==> config.mk <==
export PLATFORM = sky130hd
export DESIGN_NAME = adc_calc_unit
export DESIGN_NICKNAME = d
export VERILOG_FILES = /design/src/design/adc_calc_pkg.sv /design/src/design/adc_calc_unit.sv
export VERILOG_INCLUDE_DIRS = /design/src /design/src/design
export SDC_FILE = /design/constraint.sdc
export NUM_CORES = 1
export LEC_CHECK = 0
export BUFFER_PORTS_ARGS = -buffer_cell sky130_fd_sc_hd__clkbuf_2
export CELL_PAD_IN_SITES_DETAIL_PLACEMENT = 0
export CELL_PAD_IN_SITES_GLOBAL_PLACEMENT = 1
export CORE_MARGIN = 3
export CORE_UTILIZATION = 45
export CTS_BUF_LIST = sky130_fd_sc_hd__clkbuf_8 sky130_fd_sc_hd__clkbuf_16
export CTS_CLUSTER_DIAMETER = 80
export DETAILED_ROUTE_END_ITERATION = 7
export GPL_TIMING_DRIVEN = 0
export PLACE_DENSITY_LB_ADDON = 0.1
export SLEW_MARGIN = 40
export SYNTH_ARGS = -nofsm -noshare
export SYNTH_HDL_FRONTEND = slang
export SYNTH_SLANG_ARGS = --single-unit
==> constraint.sdc <==
create_clock -name clk_sys -period 11.4 [get_ports clk_sys]
set_input_delay 1.71 -clock clk_sys [delete_from_list [all_inputs] [get_ports clk_sys]]
set_output_delay 1.71 -clock clk_sys [all_outputs]
set_load 0.02 [all_outputs]
==> src/design/adc_calc_defs.svh <==
// register map, field positions and reset values of the result computation unit
`ifndef ADC_CALC_DEFS_SVH
`define ADC_CALC_DEFS_SVH

// register byte addresses
`define ADDR_CTRL 8'h00
`define ADDR_RPT 8'h04
`define ADDR_THR 8'h08
`define ADDR_STS 8'h0C
`define ADDR_MASK 8'h10
`define ADDR_ACC 8'h14
`define ADDR_CNT 8'h18
`define ADDR_FLTR 8'h1C
`define ADDR_PREV 8'h20

// control register fields
`define CTRL_MODE_LSB 0
`define CTRL_MODE_MSB 2
`define CTRL_DSEN_BIT 3
`define CTRL_SHIFT_LSB 4
`define CTRL_SHIFT_MSB 6
`define CTRL_ACLR_BIT 8
`define CTRL_GO_BIT 9

// status and mask fields
`define STS_THR_BIT 0
`define STS_OVF_BIT 1

// constants and reset values
`define CNT_SAT 8'hFF
`define CNT_ONE 8'h01
`define RPT_RST 8'h01
`define SHIFT_RST 3'h0
`define STS_RST 2'h0

`endif

==> src/design/adc_calc_pkg.sv <==
// types shared by the result computation unit
package adc_calc_pkg;
	typedef enum logic [2:0] {
		MODE_BASIC = 3'b000,
		MODE_ACCUM = 3'b001,
		MODE_AVG = 3'b010,
		MODE_BURST = 3'b011,
		MODE_LOWPASS = 3'b100
	} mode_t;
endpackage

==> src/design/adc_calc_unit.sv <==
// post-conversion computation unit with apb registers and interrupt
//
// Decided for this implementation: the placing of the registers and register access over APB.
`timescale 1ns/10ps
`include "adc_calc_defs.svh"

module adc_calc_unit #(
	parameter int RES_W = 10,
	parameter int ACC_W = 18
) (
	input wire logic clk_sys, // system clock, 100 MHz
	input wire logic rst, // asynchronous reset, active high
	input wire logic psel, // apb select
	input wire logic penable, // apb access phase
	input wire logic pwrite, // apb direction, high for write
	input wire logic [7:0] paddr, // apb byte address
	input wire logic [31:0] pwdata, // apb write data
	output logic [31:0] prdata, // apb read data
	output logic pready, // apb ready
	output logic pslverr, // apb error on unmapped address
	input wire logic [RES_W-1:0] conversion_result, // converter result
	input wire logic result_valid, // one-cycle pulse, result is new
	input wire logic retrigger, // one-cycle pulse from trigger source
	output logic conversion_go, // one-cycle pulse, start a conversion
	output logic irq // level interrupt
);

	typedef struct packed {
		logic signed [ACC_W-1:0] result_accumulator;
		logic [7:0] sample_counter;
		logic [RES_W-1:0] previous_result;
		logic [2:0] compute_mode_sel;
		logic double_sample_enable;
		logic [2:0] filter_shift;
		logic [7:0] repeat_target;
		logic signed [ACC_W-1:0] threshold;
		logic [1:0] status;
		logic [1:0] mask;
		logic [31:0] prdata;
		logic pready;
		logic pslverr;
		logic go;
		logic irq;
	} state_t;

	state_t s;
	state_t next_s;
	logic wr;
	logic go_wr;
	logic accumulator_clear;
	logic clr;
	logic lowpass;
	logic thr_test;
	logic signed [ACC_W-1:0] acc_base;
	logic [7:0] cnt_base;
	logic signed [ACC_W-1:0] sample;
	logic signed [ACC_W-1:0] filter_output;
	logic signed [ACC_W-1:0] decay;
	logic signed [ACC_W:0] sum;
	logic signed [ACC_W-1:0] test_value;
	logic [1:0] events;
	logic [1:0] w1c;

	// arithmetic shift drops the low bits, so the quotient is truncated
	// truncating shift
	assign filter_output = s.result_accumulator >>> s.filter_shift;

	////////////////////////////////////////////////////////////////////////////
	// next-state logic
	always_comb begin
		next_s = s;
		next_s.pready = 1'b0;
		next_s.pslverr = 1'b0;
		next_s.go = 1'b0;
		wr = psel && penable && s.pready && pwrite;
		go_wr = 1'b0;
		accumulator_clear = 1'b0;
		w1c = 2'h0;
		// setup phase: answer in the next cycle with data or error
		if (psel && !penable) begin
			next_s.pready = 1'b1;
			next_s.prdata = 32'h0000_0000;
			case (paddr)
				`ADDR_CTRL: begin
					next_s.prdata[`CTRL_MODE_MSB:`CTRL_MODE_LSB] = s.compute_mode_sel;
					next_s.prdata[`CTRL_DSEN_BIT] = s.double_sample_enable;
					next_s.prdata[`CTRL_SHIFT_MSB:`CTRL_SHIFT_LSB] = s.filter_shift;
				end
				`ADDR_RPT: next_s.prdata[7:0] = s.repeat_target;
				`ADDR_THR: next_s.prdata = 32'(s.threshold);
				`ADDR_STS: next_s.prdata[1:0] = s.status;
				`ADDR_MASK: next_s.prdata[1:0] = s.mask;
				`ADDR_ACC: next_s.prdata = 32'(s.result_accumulator);
				`ADDR_CNT: next_s.prdata[7:0] = s.sample_counter;
				`ADDR_FLTR: next_s.prdata = 32'(filter_output);
				`ADDR_PREV: next_s.prdata[RES_W-1:0] = s.previous_result;
				default: next_s.pslverr = 1'b1;
			endcase
		end
		// register writes take effect at the completing edge
		if (wr) begin
			case (paddr)
				`ADDR_CTRL: begin
					next_s.compute_mode_sel = pwdata[`CTRL_MODE_MSB:`CTRL_MODE_LSB];
					next_s.double_sample_enable = pwdata[`CTRL_DSEN_BIT];
					next_s.filter_shift = pwdata[`CTRL_SHIFT_MSB:`CTRL_SHIFT_LSB];
					accumulator_clear = pwdata[`CTRL_ACLR_BIT];
					go_wr = pwdata[`CTRL_GO_BIT];
				end
				`ADDR_RPT: next_s.repeat_target = pwdata[7:0];
				`ADDR_THR: next_s.threshold = pwdata[ACC_W-1:0];
				`ADDR_STS: w1c = pwdata[1:0];
				`ADDR_MASK: next_s.mask = pwdata[1:0];
				default: ;
			endcase
		end
		clr = accumulator_clear;
		if (s.compute_mode_sel == adc_calc_pkg::MODE_BURST && (go_wr || retrigger)) begin
			clr = 1'b1;
		end
		if (s.compute_mode_sel == adc_calc_pkg::MODE_AVG && (go_wr || retrigger)
			&& s.sample_counter >= s.repeat_target) begin
			clr = 1'b1;
		end
		acc_base = clr ? '0 : s.result_accumulator;
		cnt_base = clr ? 8'h00 : s.sample_counter;
		next_s.result_accumulator = acc_base;
		next_s.sample_counter = cnt_base;
		if (go_wr) begin
			next_s.go = 1'b1;
		end
		sample = ACC_W'({1'b0, conversion_result});
		if (s.double_sample_enable) begin
			sample = ACC_W'({1'b0, conversion_result}) - ACC_W'({1'b0, s.previous_result});
		end
		lowpass = s.compute_mode_sel == adc_calc_pkg::MODE_LOWPASS;
		// kept out of a conditional: an unsigned arm would make the shift logical
		decay = '0;
		if (lowpass) begin
			decay = acc_base >>> s.filter_shift;
		end
		sum = {acc_base[ACC_W-1], acc_base} + {sample[ACC_W-1], sample} - {decay[ACC_W-1], decay};
		events = 2'h0;
		thr_test = 1'b0;
		test_value = sample;
		if (result_valid) begin
			next_s.previous_result = conversion_result;
			if (s.compute_mode_sel != adc_calc_pkg::MODE_BASIC) begin
				// one sum in every accumulating mode; decay is subtracted only in lowpass
				next_s.result_accumulator = sum[ACC_W-1:0];
				events[`STS_OVF_BIT] = sum[ACC_W] != sum[ACC_W-1];
			end
			case (s.compute_mode_sel)
				adc_calc_pkg::MODE_BASIC: thr_test = 1'b1;
				adc_calc_pkg::MODE_ACCUM: begin
					next_s.sample_counter = (cnt_base == `CNT_SAT) ? cnt_base : cnt_base + `CNT_ONE;
					thr_test = 1'b1;
				end
				adc_calc_pkg::MODE_AVG: begin
					next_s.sample_counter = (cnt_base >= s.repeat_target) ? `CNT_ONE : cnt_base + `CNT_ONE;
				end
				adc_calc_pkg::MODE_BURST: begin
					// count up, repeat while below target
					next_s.sample_counter = cnt_base + `CNT_ONE;
					if (next_s.sample_counter < s.repeat_target) begin
						next_s.go = 1'b1;
					end
				end
				adc_calc_pkg::MODE_LOWPASS: begin
					next_s.sample_counter = (cnt_base == `CNT_SAT) ? cnt_base : cnt_base + `CNT_ONE;
				end
				default: ;
			endcase
			if (s.compute_mode_sel != adc_calc_pkg::MODE_BASIC && s.compute_mode_sel != adc_calc_pkg::MODE_ACCUM) begin
				thr_test = next_s.sample_counter >= s.repeat_target;
			end
			if (s.compute_mode_sel != adc_calc_pkg::MODE_BASIC) begin
				test_value = next_s.result_accumulator >>> s.filter_shift;
			end
			// burst flag only at target, so the counter then equals it
			events[`STS_THR_BIT] = thr_test && (test_value >= s.threshold);
		end
		// a new event wins over a write-one clear in the same cycle
		next_s.status = (s.status & ~w1c) | events;
		next_s.irq = |(next_s.status & next_s.mask);
	end

	////////////////////////////////////////////////////////////////////////////
	// state register
	always_ff @(posedge clk_sys or posedge rst) begin
		if (rst) begin
			s <= '0;
			s.repeat_target <= `RPT_RST;
			s.filter_shift <= `SHIFT_RST;
			s.status <= `STS_RST;
		end else begin
			s <= next_s;
		end
	end

	// outputs straight from the state register
	assign prdata = s.prdata;
	assign pready = s.pready;
	assign pslverr = s.pslverr;
	assign conversion_go = s.go;
	assign irq = s.irq;

	logic is_burst;
	logic is_accum;
	assign is_burst = s.compute_mode_sel == adc_calc_pkg::MODE_BURST;
	assign is_accum = s.compute_mode_sel == adc_calc_pkg::MODE_ACCUM;
endmodule // adc_calc_unit

# --- Yosys cells after proc, flatten, opt, wreduce, memory -nomap -nowiden ---
# Index checks and enable logic that the tools add are counted.
totals:
  register_bits: 109
  inputBits: 57
  wordCells: 106
op_classes:
  addsub: 4
  n_lt_le_gt_ge: 5
  n_eq_ne: 15
  n_shift: 3
  n_mux: 39
  bitwise: 4
  n_reduce_logical: 21
op_table:
  columns: ["cell", "n"]
  rows:
  - ["two-way mux 18 bit", 7]
  - ["case mux 22 bit (3 select lines)", 1]
  - [">>> shifter 18 x 3 -> 18 bit", 3]
  - ["two-way mux 36 bit", 1]
  - ["case mux 5 bit (7 select lines)", 1]
  - ["equality test 8 x 5 -> 1 bit, second input constant", 4]
  - ["two-way mux 8 bit", 4]
  - [">= comparator 8 bit", 3]
  - ["case mux 8 bit (3 select lines)", 1]
  - ["adder 18 x 18 -> 19 bit", 1]
  - ["subtractor 19 bit", 1]
  - [">= comparator 18 bit", 1]
  - ["case mux 2 bit (9 select lines)", 1]
  - ["equality test 8 x 4 -> 1 bit, second input constant", 2]
  - ["two-way mux 1 bit", 15]
  - ["two-way mux 2 bit", 6]
  - ["subtractor 10 x 10 -> 11 bit", 1]
  - ["logical AND 1 bit", 9]
  - ["OR reduction 9 bit", 1]
  - ["adder 8 x 1 -> 8 bit, second input constant", 1]
  - ["equality test 8 x 3 -> 1 bit, second input constant", 1]
  - ["equality test 8 x 6 -> 1 bit, second input constant", 1]
  - ["equality test 8 bit, second input constant", 1]
  - ["logical NOT 8 bit", 1]
  - ["other kinds (17)", 23]

# --- Depth between registers and ports, before layout ---
# Gate-level depths: netlist of run 1.
depth:
  ltp_word: 23
  mapped_depth: 34
  depth_no_buf: 32

# --- Least setup slack after synthesis of run 1 ---
# Ideal clock, no wire load.
synth_timing:
  path_kind: "input -> register"
  start: "input port conversion_result[0]"
  end: "register s, in the netlist irq"
  setup_time_ps: 121
  arrival_time_ps: 8283
  slack_ps: 2996
  cell_stages: 31
  n_path_buf: 1
  path_cell_list: "inv_1 > ha_1 > inv_1 > fa_1 > a21o_1 > a21oi_1 > o21bai_1 > a2111o_1 > a31o_2 > a211oi_2 > fa_1 > ha_1 > buf_2 > nand4_1 > nor3_1 > a211oi_1 > o31ai_2 > xnor2_2 > o21ai_0 > a22oi_1 > a221oi_1 > ha_1 > a21o_1 > a21oi_1 > nor2b_1 > o21ai_0 > a21oi_1 > a311oi_1 > and3_1 > o41ai_1 > a22o_1"
synth_lines:
  columns: ["element", "line", "text"]
  rows:
  - ["start: declaration", "adc_calc_unit.sv:21", "input wire logic [RES_W-1:0] conversion_result,"]
  - ["end signal: assignment", "adc_calc_unit.sv:197", "s <= next_s;"]
  - ["end: declaration", "adc_calc_unit.sv:46", "state_t s;"]

==> results of run 1 <==
## layout make-up
class,count,share of cell area
multi-input cells,874,0.602
flip-flops and latches,95,0.225
plain buffers,93,0.0468
repair buffers,80,0.0407
well taps,270,0.0320
inverters,69,0.0252
clock buffers,9,0.0213
clock inverters,7,0.00687
## kinds of logic after synthesis
kind of cell | share of synthesized area
simple gates | 0.174
compound gates | 0.234
buf+inv | 0.0795
fa+ha+maj | 0.145
flops | 0.251
mux | 0.0905
xor+xnor | 0.0263
## state kept, by name, summed over array words and instances (netlist names)
name,flops
pready,1
pslverr,1
conversion_go,1
irq,1
s,73
prdata,18
## synthesized netlist by cell type (9+ instances only)
cell type / count
sky130_fd_sc_hd__ha_1: 81
sky130_fd_sc_hd__nand2b_1: 15
sky130_fd_sc_hd__o211ai_1: 9
sky130_fd_sc_hd__xnor2_1: 13
sky130_fd_sc_hd__inv_1: 67
sky130_fd_sc_hd__mux2i_1: 17
sky130_fd_sc_hd__nand3_1: 23
sky130_fd_sc_hd__o21ai_0: 96
sky130_fd_sc_hd__buf_4: 32
sky130_fd_sc_hd__a21oi_1: 60
sky130_fd_sc_hd__xor2_1: 11
sky130_fd_sc_hd__clkbuf_1: 47
sky130_fd_sc_hd__fa_1: 18
sky130_fd_sc_hd__a22o_1: 9
sky130_fd_sc_hd__nor2_1: 77
sky130_fd_sc_hd__nand2_1: 149
sky130_fd_sc_hd__nor3_1: 20
sky130_fd_sc_hd__a211oi_1: 14
sky130_fd_sc_hd__mux2_2: 41
sky130_fd_sc_hd__a31oi_1: 13
sky130_fd_sc_hd__a221oi_1: 12
sky130_fd_sc_hd__a21o_1: 20
sky130_fd_sc_hd__and3_1: 10
sky130_fd_sc_hd__mux4_2: 10
sky130_fd_sc_hd__dfrtp_1: 94
sky130_fd_sc_hd__and2_1: 25
sky130_fd_sc_hd__a222oi_1: 11
## worst max-delay path, delay by kind of cell
kind	cells	cell delay [ns]
buffers and inverters	5	0.93
adders and majority gates	3	1.36
AOI/OAI and AO/OA	14	3.38
and+or+nand+nor	7	1.40
muxes	2	0.83
## layer usage
metal | wire [µm] | share of wire | vias to the layer above | global-route usage
li1 | - | - | 4258 | -
met1 | 14400 | 0.45 | 4414 | 0.413
met2 | 14700 | 0.45 | 351 | 0.450
met3 | 2040 | 0.063 | 74 | 0.0407
met4 | 1150 | 0.035 | 0 | 0.105
met5 | 0 | 0 | - | 0
## stage by stage
step | std cells | total power, mW | worst slack, ns | util | area, µm²
6_report | 1497 | 1.10 | 2.08 | 0.517 | 10600
5_1_grt | 1497 | 1.16 | 1.60 | 0.517 | 10600
4_1_cts | 1497 | 1.11 | 2.14 | 0.517 | 10600
3_5_place_dp | 1481 | 0.781 | 1.83 | 0.502 | 10300
3_3_place_gp | 1479 | 0.778 | 1.41 | 0.499 | 10200
2_1_floorplan | 1131 | 0.662 | 3.00 | - | 9470
## path summary, 6_finish.rpt
path / depth (start not counted) / endpoint / start / slack (ns)
max in group asynchronous: 3 / s[58] / rst / 9.45
max: 31 / irq / paddr[5] / 2.08
min reg2reg: 2 / prdata[10] / prdata[10] / 0.48
max reg2reg: 33 / irq / s[62] / 2.61
min: 2 / prdata[10] / prdata[10] / 0.48
min in group asynchronous: 2 / s[51] / rst / 1.30
## power breakdown
| group | leakage, nW | switching, mW | internal [mW] |
|---|---|---|---|
| registers | 1.23 | 0.0289 | 0.353 |
| logic | 3.54 | 0.235 | 0.162 |
| clock network | 0.147 | 0.151 | 0.171 |
==> metrics list, run 1 <==
- Least-Margin Pin Slew: 0.793 ns
- The worst setup path is of the in2reg kind.
- After routing, the total negative slack on setup checks comes to 0 ns.
* Max transition margin: 0.472
* Placement Rows: 52
* Clock latency reported for the late side of the worst-skew pair: 0.37 ns
- For this run, the post-layout net count is 1,378.
- In this run, post-CTS repair resized a total of 0 instances.
* Remaining antenna violation count: 0
- For this run, the detailed router's first-pass iteration total came to 8.
* Post-synth EDFFs: 0
- In this run the horizontal extent of the chip is 151 µm.
- For this run, the number of Yosys warnings is 0.
- In this run the static leakage power is 4.92 nW.
- Required time at the endpoint of the critical path: 11.70 ns
- Sequential cell area: 2380 µm²
* Signed area change from the synthesized netlist to the final layout: 11.5%
- Final Hold Fails: 0
* Residual DRC count: 0
- The initial antenna violation count was 0.
* Arrival time worst endpoint: 9.62 ns
- The run finished with clean final reports.
- Number of inserted filler cells in the final layout: 2,081
- Commonest cells after routing, fill and taps aside: sky130_fd_sc_hd__nand2_1 (149), sky130_fd_sc_hd__o21ai_0 (96), sky130_fd_sc_hd__dfrtp_1 (94)
* I/O pin total: 93
- STA classifies the critical path endpoint as a flip-flop.
* Class of the worst hold path: reg2reg
- For this block, the via count after detailed routing is 9,097.
- Antenna cells: 0
- Of all flip-flops after synthesis, the portion carrying an async set or reset was 1.00.
- The congestion estimate from routability-driven global placement came to 1.00.
- Total Routed Length: 32.3 mm
- Number of pins with negative max-slew slack in the final report: 0
- Tcrit/Tclk final: 0.818
- For this configuration, the core starts out at a cell density of 0.464.
- After layout, the minimum clock period comes to 9.32 ns.
* Clock slew at reported path FFs: 0.07 ns
- Of the post-synthesis cell area, the dominant cell type holds 0.248.
- Overall routing resource usage: 0.290
- The most used flip-flop cell after synthesis is sky130_fd_sc_hd__dfrtp_1.
* Clk buf depth: 2
- Floorplan core area: 20,400 µm²
- First DRT Iteration DRCs: 723
* Clock sink total: 95
- Counting the buffers created by CTS gives 9.
* Worst hold slack: 0.483 ns
- Master cell of the clock root buffer: sky130_fd_sc_hd__clkbuf_16
- In this design, the stage delay of the slowest critical-path cell is 0.59 ns.
- TritonCTS clock tree: done
* Multi-input gate area in the final layout: 6350 µm²
* Number of distinct library cells after synthesis: 80
- Global routing finished with a remaining overflow of 0.
- Pin count of the biggest net entering global routing: 67
- Total power per unit cell area: 104 nW/µm²
* Wire length of the first global-routing pass: 50.3 mm
- Die area: 22,800 µm²
- Port buffering added 78 buffers.
- Setup repair after global routing left no endpoint under its margin.
- Max Clock Skew: 0.0123 ns
- Ranking of synthesized cells by area: sky130_fd_sc_hd__dfrtp_1 (25%), sky130_fd_sc_hd__ha_1 (11%), sky130_fd_sc_hd__nand2_1 (5.9%), sky130_fd_sc_hd__o21ai_0 (5.1%), sky130_fd_sc_hd__mux2_2 (4.9%)
- Vias in the first global route: 8,585
- The worst setup path is launched from a primary input.
- Average wire length per cell after detail routing: 21.6 µm
* Post-Syn Area: 9470 µm²
* Via density: 6.08
* Synthesized netlist net count: 1,287
- Ratio of cells with drive above 1 in the final layout: 0.174
* Post-detail-place hpwl: 26.1 mm
- The number of setup buffers added after CTS is 0.
* H-tree depth reported by CTS: 3
* Cell type with the largest total area after synthesis: sky130_fd_sc_hd__dfrtp_1
- CTS Hold Buffers Added: 0
* Fmax: 107 MHz
- The library cell used most frequently in the layout, excluding fill and tap cells, is sky130_fd_sc_hd__nand2_1.
* Fraction of the yosys area taken by sequential cells: 0.251
- Across the run, the number of max-cap violations was 0.
- The synthesized design contains 95 register bits.
- Synth Area per Inst: 8.37 µm²
* Most common cell type on the critical path: sky130_fd_sc_hd__a21o_1
* Die extent in y: 151 µm
- Maximum fanout encountered on the critical timing path: 10
* Worst-case vdd ir drop: 0.0646 mV
* Master of the slowest instance on the critical path: sky130_fd_sc_hd__fa_1
- Setup violations remaining at the end of the flow were counted as 0.
* Instance count of the mapped netlist: 1,131
Note: power is estimated with default switching activity, not from simulation.
==> run 2: changes to the inputs <==
Clock period 11.4 ns to 8.8 ns, I/O delays scaled along.
==> run 2 against run 1 <==
Against the previous run:
- final cell count grew 0.20%
- first-iteration DRC count shrank 1.8%
- count of clock-buffer cells in the layout is the same
- clock power grew 30%
- total power grew 31%
- cell area grew 0.90%
- sequential share of layout area shrank 0.20 points
- critical path depth is the same
==> metrics list, run 2 (same netlist as run 1, synthesis figures left out) <==
- The flow ran to the end, and the final reports show no timing, DRC or antenna violations.
* Pre-CTS setup slack: -0.385 ns
* Final number of setup-violating endpoints: 0
* Initial antenna violation count: 0
* Worst Setup Start Kind: primary input
- Class of the worst hold path: reg2reg
* Least-Margin Pin Slew: 0.804 ns
- Required time at the endpoint of the critical path: 9.05 ns
* Top cell family by delay on the critical path: compound AO/OA/AOI/OAI gates
- After global routing the overflow that remains totals 0.
- Max reg flops: 73
- Placer Congestion: 1.00
* Number of buffers inserted during clock tree synthesis: 9
* Worst path setup slack after routing: 0.249 ns
- Master cell of the clock root buffer: sky130_fd_sc_hd__clkbuf_16
- Die outline width: 151 µm
- Fmax: 117 MHz
- Together, buffers and inverters on the worst path number 5.
* Via density: 6.07
- The final number of max-transition violations is 0.
- Leakage power: 4.96 nW
* Maximum fanout encountered on the critical timing path: 10
- The floorplan has 52 rows.
- Type of element capturing the critical path: flip-flop
- Critical Setup Path Class: in2reg
* Overall routing resource usage: 0.290
- Ratio of cells with drive above 1 in the final layout: 0.182
- Post-Place Cell Area: 10,300 µm²
* Remaining antenna violation count: 0
- More flip-flops sit in one register than any other, and that register is s.
- Final core utilization: 0.521
- In this run, post-CTS hold repair placed 0 buffers.
- Clock-pin slew was measured on the worst setup and hold paths at 0.07 ns.
- With fillers left out, the area of the finished cells amounts to 10,700 µm².
* Tcrit/Tclk final: 0.972
- Max-cap violations in this run came to 0.
* Signed area change from the synthesized netlist to the final layout: 12.5%
- Residual DRC count: 0
- The clock arrives with 0.0124 ns of skew.
- For this configuration, the core starts out at a cell density of 0.464.
- Peak per-stage delay on the critical path: 0.58 ns
* Worst-case vdd ir drop: 0.0830 mV
- Summed over all layers, the routed wires come to 32.6 mm.
- The first global-routing pass estimated 50.3 mm of wire.
- The multi-input combinational cells in the finished layout cover a total of 6420 µm².
* Die area: 22,800 µm²
- Net count, final: 1,381
- Arrival time worst endpoint: 8.80 ns
* Vias post-DR: 9,101
- Entering global routing, the biggest net connects 67 pins.
- In this run, the number of DRC markers left after iteration 0 of detailed routing was 710.
- Counting cells, the worst reg-to-reg path comes to 33.
- Clock sink total: 95
- For this run, the detailed router's first-pass iteration total came to 7.
- Vias in the first global route: 8,583
- Clock latency reported for the late side of the worst-skew pair: 0.36 ns
- In the final routed layout, each cell accounts on average for 21.7 µm.
- Registers take 2380 µm².
- Number of cells on the critical path: 31
- H-tree depth reported by CTS: 3
- No sink is reached through more buffers than the 2 on the longest clock path.
- Master of the slowest instance on the critical path: sky130_fd_sc_hd__mux4_2
- Summed over all nets, the half-perimeter wirelength after detailed placement is 26.1 mm.
- TritonCTS clock tree: done
- The library cell used most frequently in the layout, excluding fill and tap cells, is sky130_fd_sc_hd__nand2_1.
- In the layout the commonest cells are sky130_fd_sc_hd__nand2_1 (149), sky130_fd_sc_hd__o21ai_0 (94), sky130_fd_sc_hd__dfrtp_1 (94).
- The repair_antennas step left the layout with diodes totalling 0.
- 93 I/O pins were placed.
- The worst hold path was traced through 2 stages.
- Final Hold Fails: 0
* Die extent in y: 151 µm
- Measured against its own limit, the worst slew margin works out to 0.464.
- In this run the tool buffered the top-level ports with 78 buffer cells.
* Number of inserted filler cells in the final layout: 2,060
* Floorplan core area: 20,400 µm²
- Shortest period the worst path allows: 8.55 ns
- Dividing total power by cell area gives a power density of 135 nW/µm².
## run 2: worst paths after layout
| path | start | endpoint | slack, ns |
|---|---|---|---|
| hold / removal | prdata[10] | prdata[10] | 0.48 |
| hold reg to reg | prdata[10] | prdata[10] | 0.48 |
| setup reg to reg | s[62] | irq | 0.43 |
| min in group asynchronous | rst | s[51] | 0.91 |
| setup / recovery | paddr[1] | irq | 0.25 |
| max in group asynchronous | rst | s[58] | 7.25 |
## run 2: through the flow
step | power (mW) | hold WS (ns) | setup TNS, ns | instances
after global placement | 1.01 | 0.469 | -1.48 | 1479
final | 1.44 | 0.482 | 0 | 1500
after global routing | 1.52 | 0.501 | -0.0366 | 1500
after CTS | 1.43 | 0.491 | 0 | 1497
after detailed placement | 1.01 | 0.475 | -0.647 | 1481
after floorplan | 0.858 | 0.451 | 0 | 1131
## run 2: repair_timing
| item | in CTS | in global routing |
|---|---|---|
| pin swaps | 1 | 2 |
| gates resized for setup | 1 | 19 |
| setup endpoints to repair | 1 | 2 |
| buffers inserted | 0 | 3 |
| hold endpoints to repair | 0 | 0 |
## run 2: worst min-delay path, cell delays in order, from the launching register on
cell and delay, ns:
sky130_fd_sc_hd__dfrtp_1 0.35, sky130_fd_sc_hd__nand2_1 0.04, sky130_fd_sc_hd__o21ai_0 0.06
## run 2: area by class of cell
class | count | area share
clock inverters | 7 | 0.00681
plain buffers | 93 | 0.0471
flip-flops and latches | 95 | 0.223
clock buffers | 9 | 0.0211
well taps | 270 | 0.0317
inverters | 69 | 0.0250
repair buffers | 83 | 0.0424
multi-input cells | 874 | 0.602
## run 2: power by group
part	leakage [nW]	switching [mW]	internal [mW]
logic	3.58	0.312	0.213
clock network	0.147	0.196	0.222
registers	1.23	0.0373	0.457
total	4.96	0.545	0.892
## run 2: per-layer routing
metal  GRT usage  share of wire  routed length, µm
met1       0.413           0.45              14600
met2       0.450           0.46              14800
met3      0.0407          0.063               2070
met4       0.105          0.034               1110
met5           0              0                  0
